===== src/urm_pkg.sv =====
// shared constants and carriers for the rs-485 / multidrop control block
// assumes a 9-bit character path (8 data bits plus address/ninth bit)
package urm_pkg;

    // line-control mode field codes
    localparam logic [2:0] MODE_ADDR_RX   = 3'h3;
    localparam logic [2:0] MODE_ADDR_RXTX = 3'h4;

    // pin-function field codes
    localparam logic [2:0] PIN_DE_TX      = 3'h3;
    localparam logic [2:0] PIN_DE_MATCH   = 3'h4;

    // field widths
    localparam int MODE_W  = 3;
    localparam int DLY_W   = 4;
    localparam int ADDR_W  = 8;

    // frame: start, 8 data, ninth bit, stop
    localparam int         FRAME_BITS     = 11;
    localparam logic [3:0] FRAME_LAST_BIT = 4'ha;

    // transmit buffer depth
    localparam int TX_FIFO_DEPTH = 16;

    // reset values
    localparam logic DE_PIN_RST = 1'h1;
    localparam logic LINE_IDLE  = 1'h1;

    typedef struct packed {
        logic              ninth;
        logic [ADDR_W-1:0] data;
    } urm_char_s;

    localparam int CHAR_W = $bits(urm_char_s);

    typedef enum logic [1:0] {
        TX_IDLE,
        TX_LEAD,
        TX_SHIFT,
        TX_HOLD
    } urm_tx_state_e;

endpackage


===== src/urm_fifo.sv =====
// synchronous fifo, flip-flop storage, valid/ready on both sides
// assumes depth is a power of two and both sides on sys_clk
`timescale 1ns/1ps
module urm_fifo #(
    parameter int WIDTH = 9,
    parameter int DEPTH = 16
) (
    input  wire logic             sys_clk,
    input  wire logic             rst_n,
    input  wire logic             in_valid,
    output logic                  in_ready,
    input  wire logic [WIDTH-1:0] in_data,
    output logic                  out_valid,
    input  wire logic             out_ready,
    output logic [WIDTH-1:0]      out_data
);
    localparam int AW = $clog2(DEPTH);

    logic [WIDTH-1:0] mem_ff  [DEPTH];
    logic [WIDTH-1:0] nxt_mem [DEPTH];
    logic [AW:0]      wr_ptr_ff;
    logic [AW:0]      nxt_wr_ptr;
    logic [AW:0]      rd_ptr_ff;
    logic [AW:0]      nxt_rd_ptr;
    logic             full;
    logic             empty;

    assign empty     = (wr_ptr_ff == rd_ptr_ff);
    assign full      = (wr_ptr_ff[AW] != rd_ptr_ff[AW]) && (wr_ptr_ff[AW-1:0] == rd_ptr_ff[AW-1:0]);
    assign in_ready  = !full;
    assign out_valid = !empty;
    assign out_data  = mem_ff[rd_ptr_ff[AW-1:0]];

    always_comb begin
        nxt_mem    = mem_ff;
        nxt_wr_ptr = wr_ptr_ff;
        nxt_rd_ptr = rd_ptr_ff;
        if (in_valid && !full) begin
            nxt_mem[wr_ptr_ff[AW-1:0]] = in_data;
            nxt_wr_ptr = wr_ptr_ff + 1'b1;
        end
        if (out_ready && !empty) begin
            nxt_rd_ptr = rd_ptr_ff + 1'b1;
        end
    end

    always_ff @(posedge sys_clk or negedge rst_n) begin
        if (!rst_n) begin
            wr_ptr_ff <= '0;
            rd_ptr_ff <= '0;
            for (int i = 0; i < DEPTH; i++) begin
                mem_ff[i] <= '0;
            end
        end else begin
            wr_ptr_ff <= nxt_wr_ptr;
            rd_ptr_ff <= nxt_rd_ptr;
            mem_ff    <= nxt_mem;
        end
    end

endmodule


===== src/urm_addr_match.sv =====
// classifies a received character and compares it to the two addresses
// assumes the character is presented with its ninth (or parity) bit
`timescale 1ns/1ps
module urm_addr_match (
    input  wire urm_pkg::urm_char_s         rx_char,
    input  wire logic [urm_pkg::ADDR_W-1:0] unicast_addr,
    input  wire logic [urm_pkg::ADDR_W-1:0] multicast_addr,
    output logic                            is_addr,
    output logic                            hit
);
    import urm_pkg::*;

    assign is_addr = rx_char.ninth;
    assign hit     = (rx_char.data == unicast_addr) || (rx_char.data == multicast_addr);

endmodule


===== src/urm_rs485_ctrl.sv =====
// rs-485 driver-enable, turn-around delay, multidrop address gating, half duplex
// assumes bit_tick from the baud generator and a receive shift register outside
`timescale 1ns/1ps
module urm_rs485_ctrl #(
    parameter int FIFO_DEPTH = urm_pkg::TX_FIFO_DEPTH
) (
    input  wire logic                        sys_clk,
    input  wire logic                        rst_n,
    input  wire logic [urm_pkg::MODE_W-1:0]  pin_mode,
    input  wire logic                        de_polarity,
    input  wire logic [urm_pkg::MODE_W-1:0]  line_mode,
    input  wire logic                        half_duplex,
    input  wire logic [urm_pkg::DLY_W-1:0]   turnaround_delay,
    input  wire logic [urm_pkg::ADDR_W-1:0]  unicast_addr,
    input  wire logic [urm_pkg::ADDR_W-1:0]  multicast_addr,
    input  wire logic                        bit_tick,
    input  wire logic                        tx_char_valid,
    output logic                             tx_char_ready,
    input  wire urm_pkg::urm_char_s          tx_char,
    output logic                             txd,
    output logic                             driver_enable_pin,
    output logic                             driver_enable_oe,
    input  wire logic                        rxd,
    output logic                             rxd_gated,
    input  wire logic                        rx_char_valid,
    input  wire urm_pkg::urm_char_s          rx_char,
    output logic                             rx_wr_valid,
    output logic [urm_pkg::ADDR_W-1:0]       rx_wr_data,
    output logic                             addr_match,
    output logic                             tx_active
);
    import urm_pkg::*;

    urm_tx_state_e         state_ff;
    urm_tx_state_e         nxt_state;
    logic [FRAME_BITS-1:0] shift_ff;
    logic [FRAME_BITS-1:0] nxt_shift;
    logic [3:0]            bit_cnt_ff;
    logic [3:0]            nxt_bit_cnt;
    logic [DLY_W-1:0]      hold_cnt_ff;
    logic [DLY_W-1:0]      nxt_hold_cnt;
    logic                  de_use_ff;
    logic                  nxt_de_use;
    logic                  de_on_ff;
    logic                  nxt_de_on;
    logic                  de_pin_ff;
    logic                  nxt_de_pin;
    logic                  txd_ff;
    logic                  nxt_txd;
    logic                  match_ff;
    logic                  nxt_match;
    logic                  rx_wr_valid_ff;
    logic                  nxt_rx_wr_valid;
    logic [ADDR_W-1:0]     rx_wr_data_ff;
    logic [ADDR_W-1:0]     nxt_rx_wr_data;
    logic                  rxd_gated_ff;
    logic                  nxt_rxd_gated;
    logic                  fifo_valid;
    logic [CHAR_W-1:0]     fifo_data;
    urm_char_s             fifo_char;
    logic                  tx_load;
    logic                  pin_auto;
    logic                  addr_mode;
    logic                  tx_enable;
    logic                  de_use_now;
    logic                  tx_busy;
    logic                  rx_block;
    logic                  is_addr;
    logic                  hit;

    urm_fifo #(
        .WIDTH (CHAR_W),
        .DEPTH (FIFO_DEPTH)
    ) u_tx_fifo (
        .sys_clk   (sys_clk),
        .rst_n     (rst_n),
        .in_valid  (tx_char_valid),
        .in_ready  (tx_char_ready),
        .in_data   (tx_char),
        .out_valid (fifo_valid),
        .out_ready (tx_load),
        .out_data  (fifo_data)
    );

    urm_addr_match u_match (
        .rx_char        (rx_char),
        .unicast_addr   (unicast_addr),
        .multicast_addr (multicast_addr),
        .is_addr        (is_addr),
        .hit            (hit)
    );

    assign fifo_char = urm_char_s'(fifo_data);
    assign pin_auto  = (pin_mode == PIN_DE_TX) || (pin_mode == PIN_DE_MATCH);
    assign addr_mode = (line_mode == MODE_ADDR_RX) || (line_mode == MODE_ADDR_RXTX);
    assign tx_enable = (line_mode != MODE_ADDR_RXTX) || match_ff;
    // enable every frame or after match
    assign de_use_now = (pin_mode == PIN_DE_TX) || ((pin_mode == PIN_DE_MATCH) && match_ff);
    assign tx_busy   = (state_ff == TX_SHIFT);
    assign rx_block  = half_duplex && tx_busy;

    always_comb begin
        nxt_state    = state_ff;
        nxt_shift    = shift_ff;
        nxt_bit_cnt  = bit_cnt_ff;
        nxt_hold_cnt = hold_cnt_ff;
        nxt_de_use   = de_use_ff;
        tx_load      = 1'b0;
        unique case (state_ff)
            TX_IDLE: begin
                if (fifo_valid && tx_enable) begin
                    if (de_use_now) begin
                        nxt_state  = TX_LEAD;
                        nxt_de_use = 1'b1;
                    end else begin
                        nxt_de_use = 1'b0;
                        tx_load    = 1'b1;
                        nxt_state  = TX_SHIFT;
                    end
                end
            end
            TX_LEAD: begin
                if (!tx_enable) begin
                    nxt_state = TX_IDLE;
                end else if (bit_tick) begin
                    tx_load   = 1'b1;
                    nxt_state = TX_SHIFT;
                end
            end
            TX_SHIFT: begin
                if (bit_tick) begin
                    if (bit_cnt_ff == 4'h0) begin
                        if (fifo_valid && tx_enable) begin
                            tx_load = 1'b1;
                        end else if ((turnaround_delay == 4'h0) || !de_use_ff) begin
                            nxt_state = TX_IDLE;
                        end else begin
                            nxt_state    = TX_HOLD;
                            nxt_hold_cnt = turnaround_delay;
                        end
                    end else begin
                        nxt_shift   = {LINE_IDLE, shift_ff[FRAME_BITS-1:1]};
                        nxt_bit_cnt = bit_cnt_ff - 4'h1;
                    end
                end
            end
            TX_HOLD: begin
                if (fifo_valid && tx_enable) begin
                    tx_load   = 1'b1;
                    nxt_state = TX_SHIFT;
                end else if (bit_tick) begin
                    if (hold_cnt_ff == 4'h1) begin
                        nxt_state = TX_IDLE;
                    end else begin
                        nxt_hold_cnt = hold_cnt_ff - 4'h1;
                    end
                end
            end
        endcase
        if (tx_load) begin
            nxt_shift   = {LINE_IDLE, fifo_char.ninth, fifo_char.data, 1'b0};
            nxt_bit_cnt = FRAME_LAST_BIT;
        end
        nxt_de_on  = (nxt_state != TX_IDLE) && nxt_de_use;
        nxt_de_pin = nxt_de_on ~^ de_polarity;
        nxt_txd    = (nxt_state == TX_SHIFT) ? nxt_shift[0] : LINE_IDLE;
    end

    always_ff @(posedge sys_clk or negedge rst_n) begin
        if (!rst_n) begin
            state_ff    <= TX_IDLE;
            shift_ff    <= '1;
            bit_cnt_ff  <= 4'h0;
            hold_cnt_ff <= 4'h0;
            de_use_ff   <= 1'b0;
            de_on_ff    <= 1'b0;
            de_pin_ff   <= DE_PIN_RST;
            txd_ff      <= LINE_IDLE;
        end else begin
            state_ff    <= nxt_state;
            shift_ff    <= nxt_shift;
            bit_cnt_ff  <= nxt_bit_cnt;
            hold_cnt_ff <= nxt_hold_cnt;
            de_use_ff   <= nxt_de_use;
            de_on_ff    <= nxt_de_on;
            de_pin_ff   <= nxt_de_pin;
            txd_ff      <= nxt_txd;
        end
    end

    always_comb begin
        nxt_match       = match_ff;
        nxt_rx_wr_valid = 1'b0;
        nxt_rx_wr_data  = rx_wr_data_ff;
        if (!addr_mode) begin
            nxt_match = 1'b0;
        end
        if (rx_char_valid && !rx_block) begin
            if (addr_mode && is_addr) begin
                nxt_match = hit;
            end else if (!addr_mode || match_ff) begin
                nxt_rx_wr_valid = 1'b1;
                nxt_rx_wr_data  = rx_char.data;
            end
        end
        nxt_rxd_gated = rx_block ? LINE_IDLE : rxd;
    end

    always_ff @(posedge sys_clk or negedge rst_n) begin
        if (!rst_n) begin
            match_ff       <= 1'b0;
            rx_wr_valid_ff <= 1'b0;
            rx_wr_data_ff  <= '0;
            rxd_gated_ff   <= LINE_IDLE;
        end else begin
            match_ff       <= nxt_match;
            rx_wr_valid_ff <= nxt_rx_wr_valid;
            rx_wr_data_ff  <= nxt_rx_wr_data;
            rxd_gated_ff   <= nxt_rxd_gated;
        end
    end

    assign txd               = txd_ff;
    assign driver_enable_pin = de_pin_ff;
    assign driver_enable_oe  = pin_auto;
    assign rxd_gated         = rxd_gated_ff;
    assign rx_wr_valid       = rx_wr_valid_ff;
    assign rx_wr_data        = rx_wr_data_ff;
    assign addr_match        = match_ff;
    assign tx_active         = tx_busy;

    property p_lead_needs_pin;
        @(posedge sys_clk) disable iff (!rst_n)
        (state_ff == TX_IDLE && nxt_state == TX_LEAD) |-> pin_auto;
    endproperty
    a_lead_needs_pin: assert property (p_lead_needs_pin) else $error("lead phase without auto pin mode");
    property p_de_before_start;
        @(posedge sys_clk) disable iff (!rst_n)
        (state_ff == TX_LEAD && nxt_state == TX_SHIFT) |-> de_on_ff ##1 (de_on_ff && txd_ff == 1'b0);
    endproperty
    a_de_before_start: assert property (p_de_before_start) else $error("start bit without prior enable");
    property p_zero_delay_release;
        @(posedge sys_clk) disable iff (!rst_n)
        (state_ff == TX_SHIFT && nxt_state == TX_IDLE) |-> bit_tick && bit_cnt_ff == 4'h0
            && (turnaround_delay == 4'h0 || !de_use_ff) ##1 !de_on_ff;
    endproperty
    a_zero_delay_release: assert property (p_zero_delay_release) else $error("enable release mistimed");
    property p_pin_level;
        @(posedge sys_clk) disable iff (!rst_n)
        ($past(rst_n) && state_ff == TX_IDLE && $stable(de_polarity) && $past(state_ff == TX_IDLE))
            |-> de_pin_ff == !de_polarity;
    endproperty
    a_pin_level: assert property (p_pin_level) else $error("idle enable pin level wrong");
    property p_hold_load;
        @(posedge sys_clk) disable iff (!rst_n)
        (state_ff == TX_SHIFT && nxt_state == TX_HOLD) |=> hold_cnt_ff == $past(turnaround_delay) && de_on_ff;
    endproperty
    a_hold_load: assert property (p_hold_load) else $error("turn-around count not loaded");
    property p_match_set;
        @(posedge sys_clk) disable iff (!rst_n)
        (rx_char_valid && !rx_block && addr_mode && is_addr && hit) |=> match_ff && !rx_wr_valid_ff;
    endproperty
    a_match_set: assert property (p_match_set) else $error("address match not taken");
    property p_match_clear;
        @(posedge sys_clk) disable iff (!rst_n)
        (rx_char_valid && !rx_block && addr_mode && is_addr && !hit) |=> !match_ff;
    endproperty
    a_match_clear: assert property (p_match_clear) else $error("address miss did not close receiver");
    property p_data_gated;
        @(posedge sys_clk) disable iff (!rst_n)
        (rx_char_valid && addr_mode && !is_addr && !match_ff) |=> !rx_wr_valid_ff;
    endproperty
    a_data_gated: assert property (p_data_gated) else $error("data written without match");
    property p_tx_mode4;
        @(posedge sys_clk) disable iff (!rst_n)
        (line_mode == MODE_ADDR_RXTX && !match_ff) |-> !tx_load;
    endproperty
    a_tx_mode4: assert property (p_tx_mode4) else $error("transmit without match in mode 4");
    property p_half_duplex;
        @(posedge sys_clk) disable iff (!rst_n)
        (half_duplex && tx_busy) |=> rxd_gated_ff && !rx_wr_valid_ff;
    endproperty
    a_half_duplex: assert property (p_half_duplex) else $error("receive not ignored while sending");
    property p_cov_hold;
        @(posedge sys_clk) disable iff (!rst_n)
        (state_ff == TX_HOLD) ##1 (state_ff == TX_IDLE);
    endproperty
    c_cov_hold: cover property (p_cov_hold);
    property p_cov_match;
        @(posedge sys_clk) disable iff (!rst_n)
        $rose(match_ff) ##[1:200] rx_wr_valid_ff;
    endproperty
    c_cov_match: cover property (p_cov_match);
    property p_cov_back_to_back;
        @(posedge sys_clk) disable iff (!rst_n)
        (state_ff == TX_SHIFT && tx_load);
    endproperty
    c_cov_back_to_back: cover property (p_cov_back_to_back);

endmodule


===== config.mk =====
export PLATFORM = sky130hd
export DESIGN_NAME = urm_rs485_ctrl
export DESIGN_NICKNAME = d
export VERILOG_FILES = /design/src/urm_pkg.sv /design/src/urm_fifo.sv /design/src/urm_addr_match.sv /design/src/urm_rs485_ctrl.sv
export SDC_FILE = /design/constraint.sdc
export NUM_CORES = 1
export LEC_CHECK = 0
export ABC_AREA = 1
export BUFFER_PORTS_ARGS = -buffer_cell sky130_fd_sc_hd__buf_2
export CAP_MARGIN = 20
export CORE_MARGIN = 2
export CORE_UTILIZATION = 45
export DETAILED_ROUTE_END_ITERATION = 6
export PLACE_DENSITY = 0.63
export SLEW_MARGIN = 20
export SYNTH_ARGS = -nofsm -noshare
export SYNTH_HDL_FRONTEND = slang
export SYNTH_SLANG_ARGS = --single-unit
export TNS_END_PERCENT = 5

===== constraint.sdc =====
create_clock -name sys_clk -period 1.71 [get_ports sys_clk]
set_clock_uncertainty 0.05 [all_clocks]
set_input_delay 0 -clock sys_clk [delete_from_list [all_inputs] [get_ports sys_clk]]
set_output_delay 0 -clock sys_clk [all_outputs]
set_load 0.1 [all_outputs]

==> Yosys cells after proc, flatten, opt, wreduce, memory -nomap -nowiden <==
Index checks and enable logic that the tools add are counted.
{ "op_classes": {"add_sub_neg": 4, "n_mul": 0, "div": 0, "magnitude_cmp": 3, "eq_ne": 23, "n_shift": 0, "mux": 53, "bitwise_logic": 4, "reduce_logical": 32} }
{ "op_table": {"columns": ["cell", "n"], "rows": [
  ["bitwise mux 144 bit", 1],
  ["two-way mux 11 bit", 4],
  ["two-way mux 4 bit", 11],
  ["binary-select mux 9 bit (select 4 bit)", 1],
  ["demux 9 bit (select 4 bit)", 1],
  ["two-way mux 9 bit", 3],
  ["two-way mux 2 bit", 11],
  ["two-way mux 1 bit", 18],
  ["== test 8 bit", 2],
  ["inequality test 2 bit (second input constant)", 6],
  ["adder 5 x 1 -> 5 bit (second input constant)", 2],
  ["greater-or-equal comparator 5 bit (second input constant)", 2],
  ["logical AND 1 bit", 10],
  ["NOT 4 -> 5 bit", 2],
  ["zero test 4 bit", 2],
  ["one-hot mux 2 bit (4 select lines)", 1],
  ["one-hot mux 4 bit (2 select lines)", 1],
  ["AND reduction 8 bit", 1],
  ["nonzero test 2 bit", 4],
  ["subtractor 4 x 1 -> 4 bit (second input constant)", 2],
  ["logical OR 1 bit", 7],
  ["== test 2 bit (second input constant)", 3],
  ["== test 3 x 2 -> 1 bit (second input constant)", 2],
  ["== test 3 bit (second input constant)", 2],
  ["14 further kinds", 20]
]} }
{ "word_totals": {"ff_bits": 189, "latch_bits": 0, "mem_bits_rw": 0, "mem_bits_ro": 0, "input_bits": 52, "output_inout_bits": 16, "word_cells": 149, "memories": 0} }

==> Depth between registers and ports, before layout <==
{ "depth": {"depth_word": 10, "ltp_mapped": 17, "ltp_nobuf": 16} }

==> Modules after synthesis <==
A second synthesis with hierarchy kept.
{ "hier_totals": {"hier_cells": 1362, "area_unflattened_um2": 10420.0} }
{ "by_module_without_submodules": {"columns": ["mod", "n_inst", "cells_each", "area_each_um2", "seq_area_each_um2"], "rows": [
  ["urm_fifo", 1, 1060, 8197.9, 3853.7],
  ["urm_rs485_ctrl", 1, 241, 1949.4, 893.4],
  ["urm_addr_match", 1, 61, 272.8, 0.0]
]} }

==> Worst setup path after synthesis <==
OpenSTA, ideal clock, no wires.
{ "synth_timing": {"kind": "register -> register", "from": "register state_ff[0]", "to": "register rx_wr_data_ff[4], in the netlist rx_wr_data[4]", "setup_ns": 0.083, "t_arrival_ns": 2.436, "required_time_ns": 1.577, "setup_slack_ns": -0.858, "stages_incl_launch_ff": 11, "n_path_buf": 2, "synth_period_minus_slack_ns": 2.568, "path_cell_list": "dfrtp_1 -> inv_1 -> ha_1 -> clkbuf_1 -> inv_1 -> o21ai_0 -> inv_1 -> nand2_1 -> clkbuf_1 -> nand2_1 -> o21ai_0"} }
{ "synth_via": {"elab_chain_len": 5} }
{ "synth_lines": {"columns": ["element", "line_no", "source"], "rows": [
  ["from (decl)", "urm_rs485_ctrl.sv:34", "urm_tx_state_e state_ff;"],
  ["from (signal assigned)", "urm_rs485_ctrl.sv:180", "state_ff <= nxt_state;"],
  ["== test 2 bit", "urm_rs485_ctrl.sv:99", "assign tx_busy = (state_ff == TX_SHIFT);"],
  ["named net tx_active", "urm_rs485_ctrl.sv:30", "output logic tx_active"],
  ["logical AND 1 bit", "urm_rs485_ctrl.sv:100", "assign rx_block = half_duplex && tx_busy;"],
  ["zero test 1 bit", "urm_rs485_ctrl.sv:198", "if (rx_char_valid && !rx_block) begin"],
  ["logical AND 1 bit", "urm_rs485_ctrl.sv:198", null],
  ["AND reduction 3 bit (no source line)", null, null],
  ["to (signal assigned)", "urm_rs485_ctrl.sv:218", "rx_wr_data_ff <= nxt_rx_wr_data;"],
  ["to (decl)", "urm_rs485_ctrl.sv:54", "logic [ADDR_W-1:0] rx_wr_data_ff;"]
]} }
The timed path passes the listed nets, and every way through them passes these cells.
A chain may end at the register's enable or synchronous reset.

==> Worst setup path after layout <==
{ "layout_timing": {"from": "register u_tx_fifo.wr_ptr_ff[3]", "to": "register u_tx_fifo.rd_ptr_ff[3]"} }
{ "layout_via": {"elab_chain_len": 8, "elab_cells_between_ends": 9, "classes_between": "eq/ne: 1; mux: 5; reduce/logical: 3"} }
{ "layout_lines": {"columns": ["element", "line_no", "source"], "rows": [
  ["from (decl)", "urm_fifo.sv:21", "logic [AW:0] wr_ptr_ff;"],
  ["from (signal assigned)", "urm_fifo.sv:55", "wr_ptr_ff <= nxt_wr_ptr;"],
  ["== test 5 bit (*)", "urm_fifo.sv:28", "assign empty = (wr_ptr_ff == rd_ptr_ff);"],
  ["zero test 1 bit (*)", "urm_fifo.sv:31, urm_fifo.sv:42", null],
  ["logical AND 1 bit", "urm_rs485_ctrl.sv:111, urm_rs485_ctrl.sv:133, urm_rs485_ctrl.sv:148", null],
  ["two-way mux 1 bit", "urm_rs485_ctrl.sv:133, urm_rs485_ctrl.sv:148", null],
  ["two-way mux 1 bit", "urm_rs485_ctrl.sv:132", "if (bit_cnt_ff == 4'h0) begin"],
  ["two-way mux 1 bit", "urm_rs485_ctrl.sv:131", "if (bit_tick) begin"],
  ["one-hot mux 1 bit (4 select lines)", "urm_rs485_ctrl.sv:109", "unique case (state_ff)"],
  ["logical AND 1 bit (*)", "urm_fifo.sv:42", "if (out_ready && !empty) begin"],
  ["to (signal assigned)", "urm_fifo.sv:56", "rd_ptr_ff <= nxt_rd_ptr;"],
  ["to (decl)", "urm_fifo.sv:23", "logic [AW:0] rd_ptr_ff;"]
]} }
Every way passes the cells marked *; elsewhere a longest branch is shown, timed or not.

==> results.cfg <==
[run_status]
status = finished, violations left
violations = hold timing, setup timing

[timing]
max_freq_mhz = 556
setup-violations-final = 28
fin_crit_sh = 1.05
hold_viol_final = 1
worst_slack_ns = -0.0873
rsz0062_at_grt = yes
period_needed_ns = 1.80
max-slew-margin-rel = 0.557
fin_tns_setup_ns = -0.782
fin_hold_ws_ns = -0.0212
tightest_slew_ns = 0.664
drv_slew = 0

[finish]
multi_input_area_sq_um = 4130
seq_area_sq_um = 4750
final_cells = 1502
drive_gt1_frac = 0.241
utilization = 0.581
antenna_cells = 0
final.fill_count = 1802
syn_to_final_growth_pct = 26.9
finalNetCount = 1285

[yosys]
synthAdderAreaFrac = 0.0190
synth_ff_type = dfrtp_1
ys_ff_latch = 189
synth_edf_count = 0
synth-async-reset-ratio = 1.00
syn_nets = 1143
syn_inst = 1077
synthesis.area_sq_um = 9240
synth-xor-area-share = 0.0199
yosysUniqueCellTypes = 44
synth-simple-area-share = 0.218
synth_mux_area_frac = 0.00108
syn_area_per_cell_sq_um = 8.58
ys_seq_area_frac = 0.514
synth_top_family_by_area = simple AND/OR/NAND/NOR gates
ys.warnings.count = 0
synth_compound_area_frac = 0.169

[clock_tree]
cts_tree = done
cts_root_buf = clkbuf_16
cts-htree-levels = 4
cts_buffers = 17
worst_skew_pair.late_latency_ns = 0.44
clk_pin_slew_ns = 0.07
cts_buffer_depth = 2
cts_sinks = 189

[pwr]
ir_drop_uv = 935
leakage_nw = 5.55
pwr_density_cell_nw_per_um2 = 1930

[floorplan]
row_count = 52
die_y_microns = 147
die_x_microns = 147
die-area_sq_um = 21700
start_util = 0.458
coreArea_sq_um = 20200
io_pins = 68

[detailed_routing]
drt_first_pass_iters = 6
drt-total-wl_microns = 24300
ant_nets = 0
drc_errors = 0
avgRoutedWirePerCell_microns = 16.2
vias = 7934
drtIter0Drc = 466
vias_per_cell = 5.28

[global_routing]
antenna_found_initial = 0
grtUsageTotal = 0.235
grt_pass1_vias = 7682
grt_max_degree = 61
grt.overflow.total = 0
grt_pass1_wl_microns = 40000

[setup_path]
crit_path_max_fanout = 5
crit_type = register to register
rr_startpoint = u_tx_fifo.wr_ptr_ff[3]
r2r_slack_ns = -0.09
end_kind = register
rr_endpoint = u_tx_fifo.rd_ptr_ff[3]
arrival_ns = 2.07
startpoint = u_tx_fifo.wr_ptr_ff[3]
r2r_cells = 14
cp-start-kind = register
cp.required_ns = 1.98

[hold_path]
hold_path_end = rx_wr_valid
holdPathStages = 5
hold_class = input pin to register
hp-start = rx_char_valid

[place]
portBuffers = 67
dp_hpwl_microns = 16200
place_inst = 1442
place_congestion = 0.836

[flow_run]
cap_violations = 0
==> worst max-delay path by stage <==
stage | cells after the start | end
4_1_cts | 14 | u_tx_fifo.rd_ptr_ff[3]
5_1_grt | 14 | u_tx_fifo.rd_ptr_ff[3]
2_1_floorplan | 12 | u_tx_fifo.mem_ff[10]
6_report | 14 | u_tx_fifo.rd_ptr_ff[3]
3_5_place_dp | 14 | u_tx_fifo.rd_ptr_ff[3]
3_3_place_gp | 14 | u_tx_fifo.rd_ptr_ff[3]
==> cells in the final DEF, fill, tap and decap left out, types with 4 or more instances in the layout <==
| master | instances |
|---|---|
| buf_4 | 63 |
| inv_6 | 4 |
| xnor2_1 | 11 |
| nor2_1 | 76 |
| inv_8 | 5 |
| nor2_2 | 5 |
| o211ai_1 | 4 |
| or2_2 | 6 |
| nand2_1 | 239 |
| dlygate4sd3_1 | 22 |
| clkbuf_16 | 17 |
| nand3_1 | 50 |
| o21ai_1 | 88 |
| nand4_4 | 7 |
| ha_1 | 13 |
| o22ai_1 | 16 |
| nand2_4 | 8 |
| dfrtp_2 | 4 |
| dfrtp_1 | 171 |
| inv_1 | 47 |
| nand4_2 | 5 |
| dfstp_2 | 14 |
| o21ai_0 | 150 |
| nand3_2 | 8 |
| nand4_1 | 4 |
| buf_2 | 64 |
| inv_2 | 10 |
| buf_12 | 30 |
| xor2_1 | 9 |
| nand2_2 | 17 |
| o221ai_1 | 18 |
==> cells in the mapped netlist, types with 2 or more instances <==
cell type | count | area share
nand2_1 | 260 | 0.11
o21ai_0 | 224 | 0.12
dfrtp_1 | 175 | 0.47
nor2_1 | 82 | 0.033
inv_1 | 57 | 0.023
nand3_1 | 54 | 0.029
clkbuf_1 | 41 | 0.017
o221ai_1 | 18 | 0.017
o22ai_1 | 18 | 0.012
o21ai_1 | 15 | 0.0081
dfstp_2 | 14 | 0.040
ha_1 | 14 | 0.019
xnor2_1 | 12 | 0.011
xor2_1 | 9 | 0.0085
nand4_4 | 7 | 0.016
buf_2 | 6 | 0.0032
clkbuf_2 | 6 | 0.0032
or2_2 | 6 | 0.0041
a21oi_1 | 5 | 0.0027
nand3_2 | 5 | 0.0054
nand4_2 | 5 | 0.0068
buf_6 | 4 | 0.0049
inv_2 | 4 | 0.0016
nand4_1 | 4 | 0.0027
o211ai_1 | 4 | 0.0032
clkinv_1 | 2 | 0.00081
inv_4 | 2 | 0.0014
nand2_2 | 2 | 0.0014
nand2_4 | 2 | 0.0024
nand3_4 | 2 | 0.0038
nor2_4 | 2 | 0.0024
nor3_1 | 2 | 0.0011
nor4_1 | 2 | 0.0014
o2111ai_1 | 2 | 0.0019
==> sequential cells by signal, summed over array words and instances, names as in the netlist <==
signal / cells
addr_match: 1
bit_cnt_ff: 4
de_use_ff: 1
driver_enable_pin: 1
hold_cnt_ff: 4
rx_wr_data: 8
rx_wr_valid: 1
rxd_gated: 1
shift_ff: 11
state_ff: 2
txd: 1
u_tx_fifo.mem_ff: 144
u_tx_fifo.rd_ptr_ff: 5
u_tx_fifo.wr_ptr_ff: 5
==> per-layer routing <==
layer,vias to the layer above,part of all wire,global-route usage
li1,3901,-,-
met1,3801,0.45,0.319
met2,195,0.48,0.388
met3,37,0.048,0.0373
met4,0,0.017,0.0769
met5,-,0,0
==> logic make-up (layout without fill, tap and decap cells) <==
group | count (synthesis) | in the layout
mux | 1 | 1
flops | 189 | 189
simple gates | 437 | 437
xor+xnor | 21 | 21
fa+ha+maj | 14 | 14
buf+inv | 126 | 281
compound gates | 289 | 289
==> final cells by class <==
cell class / count / area share
Sequential cell: 189 / 0.405
Multi-Input combinational cell: 762 / 0.352
Timing Repair Buffer: 183 / 0.142
Clock buffer: 18 / 0.0366
Tap cell: 270 / 0.0288
Inverter: 66 / 0.0243
Clock inverter: 14 / 0.0113
==> worst max-delay path, stage by stage (launching register included) <==
cell and delay, ns:
dfrtp_1 0.38, buf_6 0.14, nand2_2 0.05, nand2_2 0.06, nor2_4 0.16, nand3_4 0.10, nand2_4 0.09, inv_4 0.06
nand2_4 0.06, nand3_4 0.08, nand3_4 0.13, inv_6 0.06, nand2_4 0.10, nor2_2 0.04, xor2_1 0.13
==> stage by stage <==
stage	hold WS (ns)	area [sq um]	total power [mW]	setup WS (ns)
2_1_floorplan	-0.346	9370	14.4	-0.358
5_1_grt	0.0117	11700	24.3	-0.206
4_1_cts	0.00297	11600	22.2	-0.0898
6_report	-0.0212	11700	22.6	-0.0873
3_3_place_gp	-0.0209	10700	17.9	-0.132
3_5_place_dp	-0.0233	10700	18.1	-0.154
==> timing repair <==
item                                   4_1_cts  5_1_grt
endpoints found under the hold margin      194        0
gates resized for setup                     20       60
pin swaps                                    9       14
buffers inserted                             3        3
hold buffers                                22        0
setup endpoints to repair                  152      180
gates cloned                                 0        1
==> power by group <==
part	switching [mW]	internal, mW
registers	1.02	6.45
clock network	1.85	1.92
logic	6.89	4.43
Note: power is estimated with default switching activity, not from simulation.
